===== src/hw/dpag_defs.vh =====
/*
 * Constants for the data page address generator: page select decode
 * boundaries, reset values and addressing mode codes.
 * Assumes inclusion by bare name from the design files.
 */
`ifndef DPAG_DEFS_VH
`define DPAG_DEFS_VH

// Widths
`define DPAG_PAGE_W 10
`define DPAG_ADDR_W 16
// Window bit of the effective address
`define DPAG_EA_WIN_BIT 15
// Page select decode boundaries
`define DPAG_PG_ZERO 10'h000
`define DPAG_PG_EDS_FIRST 10'h001
`define DPAG_PG_EDS_LAST 10'h1FF
`define DPAG_PG_PSV_FIRST 10'h200
`define DPAG_PG_PSV_LSW_LAST 10'h2FF
`define DPAG_PG_PSV_MSW_FIRST 10'h300
`define DPAG_PG_PSV_LAST 10'h3FF
// Reset values of the page selects
`define DPAG_RD_PAGE_RST 10'h001
`define DPAG_WR_PAGE_RST 10'h001
// Addressing modes
`define DPAG_MODE_DIRECT 3'h0
`define DPAG_MODE_PREMOD 3'h1
`define DPAG_MODE_POSTMOD 3'h2
`define DPAG_MODE_REGOFS 3'h3
`define DPAG_MODE_MODULO 3'h4
`define DPAG_MODE_BITREV 3'h5
// Bit-reversed buffer index width (16 entries)
`define DPAG_BITREV_W 4

`endif


===== src/hw/dpag_page_step.v =====
/*
 * One page-select stepping unit: given a page select, the unmodified and
 * modified effective address, mode and carry direction, it gives the
 * corrected page and effective address. Pure combinational.
 * Assumes the caller decides read or write side and registers results.
 */
`timescale 1ns/1ps
`include "dpag_defs.vh"

module dpag_page_step (
    input wire [9:0] PAGE_IN,
    input wire [2:0] MODE,
    input wire [15:0] EA_BASE,
    input wire [15:0] EA_CALC,
    input wire OVF,
    input wire UNF,
    output reg [9:0] PAGE_OUT,
    output reg [15:0] EA_OUT,
    output reg CARRIED
);

    ////////////////////////////////////////////////////////////////////////
    // Paged-window detection
    wire base_paged;
    wire linear_mode;
    wire [15:0] ea_cleared;

    // Only window accesses with pre/post modify carry pages
    assign base_paged = EA_BASE[`DPAG_EA_WIN_BIT] && (PAGE_IN != `DPAG_PG_ZERO);
    assign linear_mode = (MODE == `DPAG_MODE_PREMOD) || (MODE == `DPAG_MODE_POSTMOD);
    // Bit 15 cleared by the calculation before correction
    assign ea_cleared = {1'b0, EA_CALC[14:0]};

    ////////////////////////////////////////////////////////////////////////
    // Page correction
    always @* begin
        PAGE_OUT = PAGE_IN;
        EA_OUT = EA_CALC;
        CARRIED = 1'b0;
        if (base_paged && (OVF || UNF)) begin
            EA_OUT = ea_cleared;
            if (!linear_mode) begin
                // Wrap within current page: low 15 bits kept, bit 15 set again
                EA_OUT = {1'b1, EA_CALC[14:0]};
            end else if (OVF) begin
                if (PAGE_IN == `DPAG_PG_EDS_LAST || PAGE_IN == `DPAG_PG_PSV_LAST) begin
                    EA_OUT = ea_cleared;
                end else begin
                    // Includes 0x2FF to 0x300 with bit 15 kept
                    PAGE_OUT = PAGE_IN + 10'h001;
                    EA_OUT = {1'b1, EA_CALC[14:0]};
                    CARRIED = 1'b1;
                end
            end else begin
                if (PAGE_IN == `DPAG_PG_EDS_FIRST || PAGE_IN == `DPAG_PG_PSV_FIRST) begin
                    EA_OUT = ea_cleared;
                end else begin
                    // Includes 0x300 to 0x2FF with bit 15 kept
                    PAGE_OUT = PAGE_IN - 10'h001;
                    EA_OUT = {1'b1, EA_CALC[14:0]};
                    CARRIED = 1'b1;
                end
            end
        end
    end

endmodule // dpag_page_step


===== src/hw/dpag_top.v =====
/*
 * Data page address generator: keeps read and write page selects,
 * forms effective addresses for each addressing mode, carries pages
 * across boundaries and raises address error traps.
 * Assumes the core presents one access per cycle with a valid strobe
 * on the same clock; results appear one cycle later.
 * A page load from the core in the same cycle as a carry wins.
 * Only one window crossing per step is carried; large offsets are
 * left to software.
 */
`timescale 1ns/1ps
`include "dpag_defs.vh"

// How it works
// - Separate read and write page select registers
// - One move reads one page, writes another
// - Overflow/underflow clears effective address bit 15
// - Detect only for window accesses in modes other than direct
// - Overflow increments page, sets bit 15
// - Underflow decrements page, sets bit 15
// - Linear carrying only in pre/post modify
// - Offset, modulo, bit-reverse wrap within page
// - Boundary pages fall to base data space
// - Program window halves carry keeping bit 15
// - Extended access with page zero traps
// - Program space writes trap
// - Large offsets need not carry linearly
// - Bit-reversed index mirrors low four bits
module dpag_top (
    input wire CLOCK,
    input wire RST_B,
    input wire RD_PAGE_WE,
    input wire [9:0] RD_PAGE_WDATA,
    input wire WR_PAGE_WE,
    input wire [9:0] WR_PAGE_WDATA,
    input wire RD_VALID,
    input wire [2:0] RD_MODE,
    input wire [15:0] RD_BASE,
    input wire [15:0] RD_OFFSET,
    input wire WR_VALID,
    input wire [2:0] WR_MODE,
    input wire [15:0] WR_BASE,
    input wire [15:0] WR_OFFSET,
    output wire [9:0] RD_PAGE,
    output wire [9:0] WR_PAGE,
    output reg [15:0] RD_ADDR,
    output reg [9:0] RD_ADDR_PAGE,
    output reg RD_ADDR_VALID,
    output reg [15:0] WR_ADDR,
    output reg [9:0] WR_ADDR_PAGE,
    output reg WR_ADDR_VALID,
    output reg ADDR_ERR_TRAP
);

    ////////////////////////////////////////////////////////////////////////
    // Decode helpers
    function is_eds;
        input [9:0] pg;
        begin
            is_eds = (pg >= `DPAG_PG_EDS_FIRST) && (pg <= `DPAG_PG_EDS_LAST);
        end
    endfunction

    function is_psv;
        input [9:0] pg;
        begin
            is_psv = (pg >= `DPAG_PG_PSV_FIRST);
        end
    endfunction

    // Address calculation per mode; bit 16 flags a carry out of the window
    function [16:0] calc_ea;
        input [2:0] mode;
        input [15:0] base;
        input [15:0] ofs;
        reg [16:0] sum;
        begin
            sum = {1'b0, base} + {ofs[15], ofs};
            calc_ea = sum;
            // Post-modify and direct use the unmodified address
            if (mode == `DPAG_MODE_POSTMOD || mode == `DPAG_MODE_DIRECT) begin
                calc_ea = {1'b0, base};
            end else if (mode == `DPAG_MODE_BITREV) begin
                // Mirror of the 16-entry index
                calc_ea = {1'b0, base[15:4], base[0], base[1], base[2], base[3]};
            end
        end
    endfunction

    ////////////////////////////////////////////////////////////////////////
    // Page select registers, independent for read and write
    reg [9:0] rd_page_q;
    reg [9:0] rd_page_d;
    reg [9:0] wr_page_q;
    reg [9:0] wr_page_d;

    assign RD_PAGE = rd_page_q;
    assign WR_PAGE = wr_page_q;

    ////////////////////////////////////////////////////////////////////////
    // Overflow/underflow detection within the window
    wire [16:0] rd_sum;
    wire [16:0] wr_sum;
    wire [16:0] rd_next;
    wire [16:0] wr_next;
    wire rd_ovf;
    wire rd_unf;
    wire wr_ovf;
    wire wr_unf;

    assign rd_sum = calc_ea(RD_MODE, RD_BASE, RD_OFFSET);
    assign wr_sum = calc_ea(WR_MODE, WR_BASE, WR_OFFSET);
    // Post-modify updates the register value; its next value decides the carry
    assign rd_next = {1'b0, RD_BASE} + {RD_OFFSET[15], RD_OFFSET};
    assign wr_next = {1'b0, WR_BASE} + {WR_OFFSET[15], WR_OFFSET};
    // Leaving the upper half means a page boundary was crossed.
    // Only the window bit and the carry out are watched, so an offset that jumps
    // past a whole page is not carried linearly
    assign rd_ovf = (RD_MODE != `DPAG_MODE_DIRECT) && RD_BASE[15] && !RD_OFFSET[15]
        && (rd_next[16] || !rd_next[15]);
    assign rd_unf = (RD_MODE != `DPAG_MODE_DIRECT) && RD_BASE[15] && RD_OFFSET[15]
        && !rd_next[15];
    assign wr_ovf = (WR_MODE != `DPAG_MODE_DIRECT) && WR_BASE[15] && !WR_OFFSET[15]
        && (wr_next[16] || !wr_next[15]);
    assign wr_unf = (WR_MODE != `DPAG_MODE_DIRECT) && WR_BASE[15] && WR_OFFSET[15]
        && !wr_next[15];

    ////////////////////////////////////////////////////////////////////////
    // Page stepping units, one per direction
    wire [9:0] rd_step_page;
    wire [15:0] rd_step_ea;
    wire rd_carried;
    wire [9:0] wr_step_page;
    wire [15:0] wr_step_ea;
    wire wr_carried;

    // Read side stepping unit
    dpag_page_step u_rd_step (
        .PAGE_IN(rd_page_q),
        .MODE(RD_MODE),
        .EA_BASE(RD_BASE),
        .EA_CALC(rd_sum[15:0]),
        .OVF(rd_ovf),
        .UNF(rd_unf),
        .PAGE_OUT(rd_step_page),
        .EA_OUT(rd_step_ea),
        .CARRIED(rd_carried)
    );

    // Write side stepping unit
    dpag_page_step u_wr_step (
        .PAGE_IN(wr_page_q),
        .MODE(WR_MODE),
        .EA_BASE(WR_BASE),
        .EA_CALC(wr_sum[15:0]),
        .OVF(wr_ovf),
        .UNF(wr_unf),
        .PAGE_OUT(wr_step_page),
        .EA_OUT(wr_step_ea),
        .CARRIED(wr_carried)
    );

    ////////////////////////////////////////////////////////////////////////
    // Trap detection
    wire rd_trap;
    wire wr_trap;

    // Window access with page zero is illegal
    assign rd_trap = RD_VALID && RD_BASE[15]
        && !is_eds(rd_page_q) && !is_psv(rd_page_q);
    // Write page pointing into program space, or page zero
    assign wr_trap = WR_VALID && WR_BASE[15]
        && (is_psv(wr_page_q) || (wr_page_q == `DPAG_PG_ZERO));

    ////////////////////////////////////////////////////////////////////////
    // Next page selects: core load wins over a hardware carry
    always @* begin
        rd_page_d = rd_page_q;
        wr_page_d = wr_page_q;
        if (RD_VALID && !rd_trap && rd_carried) begin
            rd_page_d = rd_step_page;
        end
        if (WR_VALID && !wr_trap && wr_carried) begin
            wr_page_d = wr_step_page;
        end
        // A core load overrides any carry in the same cycle
        if (RD_PAGE_WE) begin
            rd_page_d = RD_PAGE_WDATA;
        end
        if (WR_PAGE_WE) begin
            wr_page_d = WR_PAGE_WDATA;
        end
    end

    ////////////////////////////////////////////////////////////////////////
    // Page registers and registered address outputs
    always @(posedge CLOCK or negedge RST_B) begin
        if (!RST_B) begin
            rd_page_q <= `DPAG_RD_PAGE_RST;
            wr_page_q <= `DPAG_WR_PAGE_RST;
            RD_ADDR <= 16'h0000;
            RD_ADDR_PAGE <= 10'h000;
            RD_ADDR_VALID <= 1'b0;
            WR_ADDR <= 16'h0000;
            WR_ADDR_PAGE <= 10'h000;
            WR_ADDR_VALID <= 1'b0;
            ADDR_ERR_TRAP <= 1'b0;
        end else begin
            rd_page_q <= rd_page_d;
            wr_page_q <= wr_page_d;
            // Read and write sides issue in the same cycle for a move
            RD_ADDR_VALID <= RD_VALID && !rd_trap;
            WR_ADDR_VALID <= WR_VALID && !wr_trap;
            RD_ADDR <= rd_step_ea;
            WR_ADDR <= wr_step_ea;
            // Page used by this access: post-modify uses old page
            RD_ADDR_PAGE <= (RD_MODE == `DPAG_MODE_POSTMOD) ? rd_page_q : rd_step_page;
            WR_ADDR_PAGE <= (WR_MODE == `DPAG_MODE_POSTMOD) ? wr_page_q : wr_step_page;
            // Trap pulse replaces the answer for one cycle
            ADDR_ERR_TRAP <= rd_trap || wr_trap;
        end
    end

endmodule // dpag_top


===== config.mk =====
export PLATFORM = sky130hd
export DESIGN_NAME = dpag_top
export DESIGN_NICKNAME = d
export VERILOG_FILES = /design/src/hw/dpag_page_step.v /design/src/hw/dpag_top.v
export VERILOG_INCLUDE_DIRS = /design/src /design/src/hw
export SDC_FILE = /design/constraint.sdc
export NUM_CORES = 1
export LEC_CHECK = 0
export BUFFER_PORTS_ARGS = -buffer_cell sky130_fd_sc_hd__buf_2
export CORE_MARGIN = 2
export CORE_UTILIZATION = 48
export DETAILED_ROUTE_END_ITERATION = 7
export MAX_ROUTING_LAYER = met4
export PLACE_DENSITY = 0.78
export SLEW_MARGIN = 15
export SYNTH_ARGS = -nofsm -noshare
export SYNTH_HDL_FRONTEND = slang
export SYNTH_SLANG_ARGS = --single-unit
export TNS_END_PERCENT = 20

===== constraint.sdc =====
create_clock -name CLOCK -period 2.6 [get_ports CLOCK]
set_input_delay 0.39 -clock CLOCK [delete_from_list [all_inputs] [get_ports CLOCK]]
set_output_delay 0.39 -clock CLOCK [all_outputs]
set_load 0.005 [all_outputs]

# Word level (Yosys, flattened, before mapping)
# Index checks and enable logic that the tools add are counted.
[word_totals]
register_bits = 75
inputBits = 96
out_inout_bits = 75
wordCells = 128
[op_classes]
add_sub_neg = 6
n_lt_le_gt_ge = 4
n_eq_ne = 14
mux = 40
reduce_logical = 55
[ops]
columns = ["operator", "count"]
rows = [
  ["$mux W16", 14],
  ["$mux W10", 16],
  ["$eq A10 B10 Y1 const B", 4],
  ["$add A16 B17 Y17", 2],
  ["$logic_and A1 B1 Y1", 24],
  ["$add A10 B1 Y10 const B", 2],
  ["$eq A10 B1 Y1 const B", 2],
  ["$eq A10 B9 Y1 const B", 2],
  ["$ge A10 B10 Y1 const B", 2],
  ["$reduce_bool A10 Y1", 2],
  ["$sub A10 B1 Y10 const B", 2],
  ["$logic_or A1 B1 Y1", 14],
  ["$ge A10 B1 Y1 const B", 1],
  ["$le A10 B9 Y1 const B", 1],
  ["$logic_not A10 Y1", 1],
  ["$mux W1", 10],
  ["$logic_not A1 Y1", 8],
  ["$eq A3 B1 Y1 const B", 2],
  ["$eq A3 B2 Y1 const B", 2],
  ["$eq A3 B3 Y1 const B", 2],
  ["$logic_not A3 Y1", 2],
  ["$reduce_bool A3 Y1", 2],
  ["$reduce_bool A2 Y1", 2],
]

# Longest topological paths before layout
# Gate-level depths: netlist of the first run.
[logic_depth]
ltp_word = 10
ltp_mapped = 13
mapped_depth_nobuf = 12

# Cells and area by module
# From an unflattened synthesis of the first run, not the netlist that was laid out.
[hier_totals]
cells_unflattened = 708
hier_area_um2 = 6079.6
[modules_own_cells]
columns = ["module", "n_inst", "cells_each", "area_each_um2", "seq_area_each_um2"]
rows = [
  ["dpag_top", 1, 476, 4525.6, 1879.3],
  ["dpag_page_step", 2, 116, 777.0, 0.0],
]

# Least setup slack after synthesis of the first run
# Ideal clock, no wire load.
[synth_timing]
path_type = "input -> register"
from = "in RD_BASE[9]"
to = "reg rd_page_q[4], in the netlist RD_PAGE[4]"
setup_time_ns = 0.125
arrival_ns = 2.741
required_time_ns = 2.475
path_slack_ns = -0.265
cell_stages = 10
path_buffers = 0
path_cell_list = "ha_1 and4_1 nor2b_1 o31ai_1 and4_4 o211ai_2 a2111oi_1 o2111ai_1 xnor2_1 mux2_2"
[synth_between]
elab_chain_cells = 9
elab_cells_between_ends = 17
cone_classes = "1 x add/sub; 8 x mux; 8 x reduce/logical"
[synth_lines]
columns = ["element", "line_no", "rtl"]
rows = [
  ["start: declaration", "dpag_top.v:38", "input wire [15:0] RD_BASE,"],
  ["$add A16 B17 Y17 *", "dpag_top.v:114", "assign rd_next = {1'b0, RD_BASE} + {RD_OFFSET[15], RD_OFFSET};"],
  ["$logic_not A1 Y1", "dpag_top.v:120, dpag_top.v:122", ""],
  ["$logic_or A1 B1 Y1", "dpag_top.v:120", "&& (rd_next[16] || !rd_next[15]);"],
  ["$logic_and A1 B1 Y1", "dpag_top.v:119", "assign rd_ovf = (RD_MODE != `DPAG_MODE_DIRECT) && RD_BASE[15] && !RD_OFFSET[15]"],
  ["$mux W10 (tied with other cells)", "dpag_page_step.v:45", "end else if (OVF) begin"],
  ["$mux W10 (tied with other cells)", "dpag_page_step.v:42", "if (!linear_mode) begin"],
  ["$mux W10 or $mux W1 (tied branches)", "dpag_page_step.v:40", "if (base_paged && (OVF || UNF)) begin"],
  ["$mux W10 or $logic_and A1 B1 Y1 (tied branches)", "dpag_top.v:180", "if (RD_VALID && !rd_trap && rd_carried) begin"],
  ["$mux W10 or $reduce_bool A2 Y1 (tied branches)", "n/a", ""],
  ["end signal: assignment", "dpag_top.v:199", "rd_page_q <= `DPAG_RD_PAGE_RST;"],
  ["end signal: assignment", "dpag_top.v:209", "rd_page_q <= rd_page_d;"],
  ["end: declaration", "dpag_top.v:92", "reg [9:0] rd_page_q;"],
]
# Every way passes the cells marked *; elsewhere a longest branch is shown, timed or not. The select of a mux whose other input is x is not followed.
# A chain may end at the register's enable or synchronous reset.

# Worst setup path in the final report of the first run
[layout_timing]
from = "in WR_BASE[14]"
to = "reg wr_page_q[4], in the netlist WR_PAGE[4]"
[layout_between]
elab_chain_cells = 9
elab_cells_between_ends = 17
cone_classes = "1 x add/sub; 8 x mux; 8 x reduce/logical"
[layout_lines]
columns = ["element", "line_no", "rtl"]
rows = [
  ["start: declaration", "dpag_top.v:42", "input wire [15:0] WR_BASE,"],
  ["$add A16 B17 Y17 *", "dpag_top.v:115", "assign wr_next = {1'b0, WR_BASE} + {WR_OFFSET[15], WR_OFFSET};"],
  ["$logic_not A1 Y1", "dpag_top.v:124, dpag_top.v:126", ""],
  ["$logic_or A1 B1 Y1", "dpag_top.v:124", "&& (wr_next[16] || !wr_next[15]);"],
  ["$logic_and A1 B1 Y1", "dpag_top.v:123", "assign wr_ovf = (WR_MODE != `DPAG_MODE_DIRECT) && WR_BASE[15] && !WR_OFFSET[15]"],
  ["$mux W10 (tied with other cells)", "dpag_page_step.v:45", ""],
  ["$mux W10 (tied with other cells)", "dpag_page_step.v:42", ""],
  ["$mux W10 or $mux W1 (tied branches)", "dpag_page_step.v:40", ""],
  ["$mux W10 or $logic_and A1 B1 Y1 (tied branches)", "dpag_top.v:183", "if (WR_VALID && !wr_trap && wr_carried) begin"],
  ["$mux W10 or $reduce_bool A2 Y1 (tied branches)", "n/a", ""],
  ["end signal: assignment", "dpag_top.v:200", "wr_page_q <= `DPAG_WR_PAGE_RST;"],
  ["end signal: assignment", "dpag_top.v:210", "wr_page_q <= wr_page_d;"],
  ["end: declaration", "dpag_top.v:94", "reg [9:0] wr_page_q;"],
]
# Marks and branches as above.

==> results of run 1 <==
-- what timing repair did --
action	4_1_cts	5_1_grt
gates resized for setup	34	67
setup endpoints to repair	26	39
pin swaps	11	28
buffers inserted	3	5
hold endpoints to repair	0	0
cloned	1	0
hold buffers	0	0
-- sequential cells by signal, indices dropped and copies added, names as in the netlist --
signal,count
RD_ADDR,16
WR_ADDR,16
RD_ADDR_PAGE,10
RD_PAGE,10
WR_ADDR_PAGE,10
WR_PAGE,10
ADDR_ERR_TRAP,1
RD_ADDR_VALID,1
WR_ADDR_VALID,1
-- final cells by class --
class | instances | area share [%]
clock buffer | 10 | 2.66
sequential | 75 | 21.0
inverter | 24 | 1.00
clock inverter | 6 | 0.725
multi-input combinational | 564 | 49.1
tap | 168 | 2.34
antenna | 1 | 0.0279
timing repair buffer | 321 | 23.2
-- power by group --
part           internal, uW  total, uW  leakage, uW  switching [uW]
clock                   770       1300     0.000148             526
combinational           795       1630      0.00310             831
sequential             1320       1380     0.000889            59.8
-- cells by family after synthesis --
family	share of synthesized area, %
AND/OR/NAND/NOR	20.3
buffers and inverters	4.08
XOR/XNOR	6.58
multiplexers	4.12
flip-flops	31.4
adder cells (fa/ha/maj)	8.61
AO/OA/AOI/OAI	25.0
-- layer usage --
| metal | global-route usage, % | wire [um] | up-vias |
|---|---|---|---|
| li1 | - | - | 3141 |
| met5 | - | 0 | - |
| met1 | 37.5 | 8580 | 3090 |
| met3 | 4.81 | 1110 | 49 |
| met4 | 12.3 | 512 | 0 |
| met2 | 45.2 | 9060 | 256 |
-- cells in the final DEF, fill, tap and decap left out, types with 10 or more instances in the layout --
cell type  instances
nand2_1           76
xor2_1            15
xnor2_1           29
o21ai_1           16
o31ai_1           10
dfrtp_1           73
nor2b_1           10
buf_6             14
ha_4              16
inv_1             21
ha_1              22
nand3_1           19
buf_2            162
nor2_1            34
buf_4            143
a21oi_1           46
a211oi_1          12
mux2i_1           15
o21ai_0           43
-- metrics by stage --
step                      cells  setup slack (ns)  setup TNS, ns
final                      1169           -0.0687         -0.493
after global placement     1144            -0.430         -12.38
after detailed placement   1144            -0.502         -14.39
after floorplan             699            -0.169          -2.12
after CTS                  1163           -0.0428         -0.144
after global routing       1169            -0.173          -3.35
-- how the worst min path moves through the flow --
stage                     startpoint                 endpoint  depth (start not counted)
final                          RST_B    WR_ADDR[13]$_DFF_PN0_                          2
after global routing           RST_B    WR_ADDR[12]$_DFF_PN0_                          2
after CTS                      RST_B    WR_ADDR[11]$_DFF_PN0_                          2
after detailed placement       RST_B    WR_ADDR[11]$_DFF_PN0_                          2
after global placement         RST_B    WR_ADDR[12]$_DFF_PN0_                          2
after floorplan                RST_B  ADDR_ERR_TRAP$_DFF_PN0_                          0
==> summary.md, run 1 <==
| Metric | Value |
|---|---|
| Vias in the first global route | 6413 |
| Core ar. | 0.0121 sq mm |
| Number of buffers created by CTS | 9 |
| Peak VDD IR | 0.376 mV |
| Final Net Count | roughly 1100 |
| Total gr overflow | 0 |
| Total Routing Usage GR | 29.0% |
| CTS max path bufs | 2 |
| Global-route wire length before repair | 30000 um |
| Delay-heaviest family, CP | simple AND/OR/NAND/NOR gates |
| Clk_lat worst skew | approximately 0.34 ns |
| Port-buffer cells | 170 |
| Antenna Nets Post-Route | 0 |
| Footprint of the multi-input gates | 0.00441 sq mm |
| DRC | 0 |
| RR Endpoint | WR_PAGE[3]$_DFFE_PN0P_ |
| Worst-path clk slew | roughly 0.060 ns |
| Initial antenna violation count | 1 |
| Full die area | 0.0134 sq mm |
| Cell variety after synth | 86 |
| Io pins | 171 |
| Chip height | 116 um |
| Reg-to-Reg Start | WR_PAGE[0]$_DFFE_PN1P_ |
| Die Width | 116 um |
| CTS tree | yes |
| Register area share after synthesis | 31.4% |
| Post-synth EDFFs | 0 |
| Setup WS post-layout | -0.0687 ns |
| Fin. Hold Viols | 0 |
| Starting Density | 49.4% |
| Layout cell share with drive strength beyond 1 | 44.5% |
| Power consumption | 4300 uW |
| Final clock skew | 0.00795 ns |
| Cell row count | 40 |
| Core Util, Final | 74.1% |
| Clock root cell | clkbuf_16 |
| Placed inst area | 0.00816 sq mm |
| RePlAce Congestion | 1.01 |
| Status | finished with violations |
| Delay of the slowest critical-path stage | 0.45 ns |
| HP Class | in -> async |
| Setup CP Type | in -> reg |
| Design area | 0.00897 sq mm |
| Htree depth | 3 |
| Async SR Flop Fraction | between 90% and 100% |
| Post-synth top cells | 78 x nand2_1, 73 x dfrtp_1, 56 x a21oi_1 |
| Power Dens Cells | around 480 mW/mm^2 |
| Worst path bufs/invs | 2 |
| Worst hold slack | 0.0714 ns |
| Final Max Tran Viols | 0 |
| Critical Path Start | WR_BASE[14] |
| Worst Path Max Fanout | 8 |
| Finish-stage setup viols | 13 |
| DRT iter0 DRCs | about 530 |
| Drt pass-1 iters | 5 |
| Final min period | between 2 and 3 ns |
| Critical Path AT | ~2.9 ns |
| Sink Count | 75 |
| Via density | 5.59 |
| Fmax achieved | 375 MHz |
| Max Cap Viol | 0 |
| Post-synth top flop | dfrtp_1 |
| Synthesized instance count | 699 |
| Register area | 0.00188 sq mm |
| Worst path required time | roughly 2.8 ns |
| Synthesized flop and latch total | 75 |
| Syn nets | between 800 and 900 |
| Layout area overhead | 49.8% |
| Worst setup EP type | flip-flop |
| Unrepaired setup endpoints after global routing | yes |
| Cell area after synthesis | 0.00599 sq mm |
| Most common cell in the netlist | nand2_1 |
| Stages on the worst setup path | 12 |
| Failing checks | negative setup slack |
| R2R depth | 11 |
| DP HPWL | 14100 um |
| Synth area leader | dfrtp_1 |
| Static leakage | 0.00414 uW |
| Final Cycle Share | 103% |
| Worst Setup EP | WR_PAGE[4]$_DFFE_PN0P_ |
| Crit-path cells | buf_2 > ha_4 > and3_4 > and3b_2 > or4_4 > a41oi_4 > o31ai_4 > a211oi_4 > buf_6 > nor3b_4 > xnor2_1 > o21ai_1 |
| Worst path slowest cell | or4_4 |
| Top cells by area, synth | dfrtp_1 31%, ha_1 7.9%, nand2_1 4.9% |
| Yosys warning count | 0 |
| Slew headroom | 63.6% |
| R2r setup slk | -0.01 ns |
| Vias | roughly 6500 |
| Largest net degree at the start of global routing | 76 |
| Share of Yosys cell area claimed by the top area cell type | 30.5% |
| Actual slew at the worst max-slew pin | 0.541 ns |
| Post-Syn Area per Cell | 8.57 sq um |
| Filler cells | 934 |
| Startpoint types | primary input |
| DRT Wirelength | 19300 um |
| Mean routed wirelength per cell | 16.5 um |
(Power assumes the default switching activity.)
==> inputs of run 2 (changes only) <==
clock period = 2.3 ns   (was 2.6 ns; I/O delays follow)
==> run 2 against run 1 <==
Compared with the run above: the run still ends with negative setup slack left; die area unchanged; worst setup slack worse by 0.28 ns; utilization up 3.9 points; register-to-register slack worse by 0.28 ns; final area up 5.2%; total power up 17%; critical path depth up 3; clock-buffer cell count up 4; clock skew down 0.0029 ns; via count up 4.5%; clock power up 11%; non-clock buffer count up 29; largest power group unchanged; highest routed layer unchanged.
==> summary.md, run 2 (synthesized netlist as in run 1, its figures left out) <==
| Metric | Value |
|---|---|
| Starting Density | 49.4% (unchanged) |
| Final Net Count | 1160 (was 1131) |
| Finish-stage setup viols | 40 (was 13) |
| Placed Cells | 1163 (was 1144) |
| Final min period | about 2.7 ns |
| Largest net degree at the start of global routing | 40 (was 76) |
| Design area | 0.00944 sq mm (was 0.00897 sq mm) |
| Global-route wire length before repair | 30300 um (was 30000 um) |
| Final clock skew | 0.00510 ns (was 0.00795 ns) |
| Max Cap Viol | 0 (unchanged) |
| Clock power share | 28.7% (was 30.1%) |
| DRT iter0 DRCs | 478 (was 525) |
| Critical Path Start | WR_BASE[4] (was WR_BASE[14]) |
| DRT Wirelength | 21000 um (was 19300 um) |
| DRC | 0 (unchanged) |
| R2r setup slk | -0.29 ns (was -0.01 ns) |
| Worst setup EP type | flip-flop (unchanged) |
| CTS max path bufs | 2 (unchanged) |
| Pint | 3380 uW (was 2890 uW) |
| Most frequent cells in the layout | 167 x buf_4, 156 x buf_2, 77 x nand2_1 (was 162 x buf_2, 143 x buf_4, 76 x nand2_1) |
| Worst Setup EP | WR_ADDR_PAGE[6]$_DFF_PN0_ (was WR_PAGE[4]$_DFFE_PN0P_) |
| Antenna Nets Post-Route | 0 (unchanged) |
| Worst Path Max Fanout | 5 (was 8) |
| Setup WS post-layout | -0.352 ns (was -0.0687 ns) |
| Total Routing Usage GR | 29.5% (was 29.0%) |
| Io pins | 171 (unchanged) |
| Net Sw Frac | 32.7% (was 32.9%) |
| Combinational share of power | 40.1% (was 37.8%) |
| Fin. Hold Viols | 0 (unchanged) |
| Layout cell share with drive strength beyond 1 | 47.2% (was 44.5%) |
| Filler cells | 806 (was 934) |
| Static leakage | 0.00431 uW (was 0.00414 uW) |
| CTS tree | yes (unchanged) |
| Most common library cell in the layout ignoring fill and taps | buf_4 (was buf_2) |
| Biggest registers after layout | RD_ADDR (16), WR_ADDR (16) (unchanged) |
| Number of buffers created by CTS | 9 (unchanged) |
| HP Class | in -> reg (was in -> async) |
| Worst path required time | 2.56 ns (was 2.81 ns) |
| Peak VDD IR | 0.307 mV (was 0.376 mV) |
| Full die area | 0.0134 sq mm (unchanged) |
| Vias | 6831 (was 6536) |
| Reg-to-Reg Start | RD_PAGE[0]$_DFFE_PN1P_ (was WR_PAGE[0]$_DFFE_PN1P_) |
| Core Util, Final | 77.9% (was 74.1%) |
| Die Width | 116 um (unchanged) |
| Critical Path AT | 2.92 ns (was 2.88 ns) |
| Worst path slowest cell | o31a_1 (was or4_4) |
| Final Cycle Share | 115% |
| Via density | 5.70 (was 5.59) |
| Actual slew at the worst max-slew pin | 0.777 ns (was 0.541 ns) |
| Placed inst area | 0.00832 sq mm (was 0.00816 sq mm) |
| Slew headroom | 48.1% (was 63.6%) |
| Mean routed wirelength per cell | 17.5 um (was 16.5 um) |
| Sink Count | 75 (unchanged) |
| Delay of the slowest critical-path stage | 0.32 ns (was 0.45 ns) |
| Failing checks | negative setup slack (unchanged) |
| Startpoint types | primary input (unchanged) |
| RePlAce Congestion | 0.925 (was 1.01) |
| Worst-path clk slew | 0.06 ns (about the same) |
| Worst path bufs/invs | 6 (was 2) |
| Clk_lat worst skew | 0.34 ns (about the same) |
| Cell row count | 40 (unchanged) |
| Total gr overflow | 0 (unchanged) |
| Sw power | 1640 uW (was 1420 uW) |
| Clock root cell | clkbuf_16 (unchanged) |
| Setup CP Type | in -> reg (unchanged) |
| Fmax achieved | 377 MHz |
| Critical path's most frequent cell | buf_12 |
| Htree depth | 3 (unchanged) |
| Final Max Tran Viols | 0 (unchanged) |
| Drt pass-1 iters | 4 (was 5) |
| Unrepaired setup endpoints after global routing | yes (unchanged) |
| Layout area overhead | 57.6% (was 49.8%) |
| Power consumption | 5020 uW (was 4300 uW) |
| DP HPWL | 14200 um (was 14100 um) |
| R2R depth | 10 (was 11) |
| Initial antenna violation count | 1 (unchanged) |
| Port-buffer cells | 170 (unchanged) |
| Core ar. | 0.0121 sq mm (unchanged) |
| Stages on the worst setup path | 15 (was 12) |
| Final Non-Filler Cells | 1198 (was 1169) |
| TNS Setup | -8.25 ns (was -0.493 ns) |
| Chip height | 116 um (unchanged) |
| Delay-heaviest family, CP | compound AO/OA/AOI/OAI gates (was simple AND/OR/NAND/NOR gates) |
| Sequential group share of total power | 31.3% (was 32.1%) |
| Vias in the first global route | 6398 (was 6413) |
| Crit-path cells | buf_2 > ha_4 > a211oi_4 > o21ai_2 > o2111ai_1 > nand2_1 > buf_6 > o31ai_4 > buf_12 > buf_12 > buf_8 > buf_4 > a21oi_2 > o31a_1 > a21oi_1 (was buf_2 > ha_4 > and3_4 > and3b_2 > or4_4 > a41oi_4 > o31ai_4 > a211oi_4 > buf_6 > nor3b_4 > xnor2_1 > o21ai_1) |
| Status | finished with violations (unchanged) |
| Power Dens Cells | 532 mW/mm^2 (was 480 mW/mm^2) |
| RR Endpoint | RD_PAGE[3]$_DFFE_PN0P_ (was WR_PAGE[3]$_DFFE_PN0P_) |
run 2: cell types whose count changed in the layout (fill, tap and decap cells not counted), moves of 4 or more:
cell	before	now
buf_2	162	156
buf_4	143	167
buf_12	1	5
ha_4	16	23
clkbuf_1	0	4
a21oi_1	46	42
ha_1	22	15
run 2: cell type report:
type | count | area (sq um) | share of cell area (%)
Inverter | 24 | 90.1 | 0.955
Clock inverter | 2 | 35.0 | 0.371
Multi-Input combinational cell | 564 | 4560 | 48.3
Antenna cell | 1 | 2.50 | 0.0265
Tap cell | 168 | 210 | 2.23
Clock buffer | 14 | 254 | 2.69
Timing Repair Buffer | 350 | 2410 | 25.5
Sequential cell | 75 | 1880 | 19.9
run 2: timing repair:
item / CTS / global route
pin swaps: 24 / 33
gates resized for setup: 67 / 75
buffers inserted: 2 / 14
setup endpoints to repair: 41 / 44
endpoints found under the hold margin: 35 / 0
cloned: 1 / 0
hold buffers: 1 / 0
run 2: how the worst min path moves through the flow:
stage                                 from                      end  slack (ns)  cells past startpoint
after global routing      WR_PAGE_WDATA[0]   WR_PAGE[0]$_DFFE_PN1P_        0.22                      3
after global placement               RST_B    WR_ADDR[12]$_DFF_PN0_        0.35                      1
final                     WR_PAGE_WDATA[0]   WR_PAGE[0]$_DFFE_PN1P_        0.20                      3
after CTS                 WR_PAGE_WDATA[0]   WR_PAGE[0]$_DFFE_PN1P_        0.20                      3
after floorplan                      RST_B  ADDR_ERR_TRAP$_DFF_PN0_        0.05                      0
after detailed placement             RST_B    WR_ADDR[11]$_DFF_PN0_        0.35                      1
run 2: worst reg2reg max path, delay by kind of cell (launching register included):
family	cells	cell delay, ns
simple gates	2	0.53
flops	1	0.53
buf+inv	2	0.12
mux	2	0.54
xor+xnor	1	0.17
compound gates	2	0.41
fa+ha+maj	1	0.20
run 2: power groups by stage:
stage | Combinational, uW | Sequential [uW] | Clock [uW]
after global placement | 1670 | 1580 | 0
after detailed placement | 1710 | 1580 | 0
final | 2010 | 1570 | 1440
after floorplan | 872 | 1610 | 0
after CTS | 1830 | 1560 | 1430
after global routing | 2170 | 1590 | 1490
run 2: metal layers:
layer | track usage (%) | share of wire [%] | wire length [um]
met1 | 38.0 | 43 | 8920
met2 | 48.1 | 50 | 10500
met3 | 3.56 | 5.2 | 1090
met4 | 10.2 | 2.3 | 491
met5 | - | 0 | 0
run 2: per-stage QoR:
stage	hold WS (ns)	setup slack, ns
after floorplan	0.0494	-0.424
after CTS	0.199	-0.308
after detailed placement	0.349	-0.803
final	0.205	-0.352
after global placement	0.347	-0.664
after global routing	0.219	-0.481
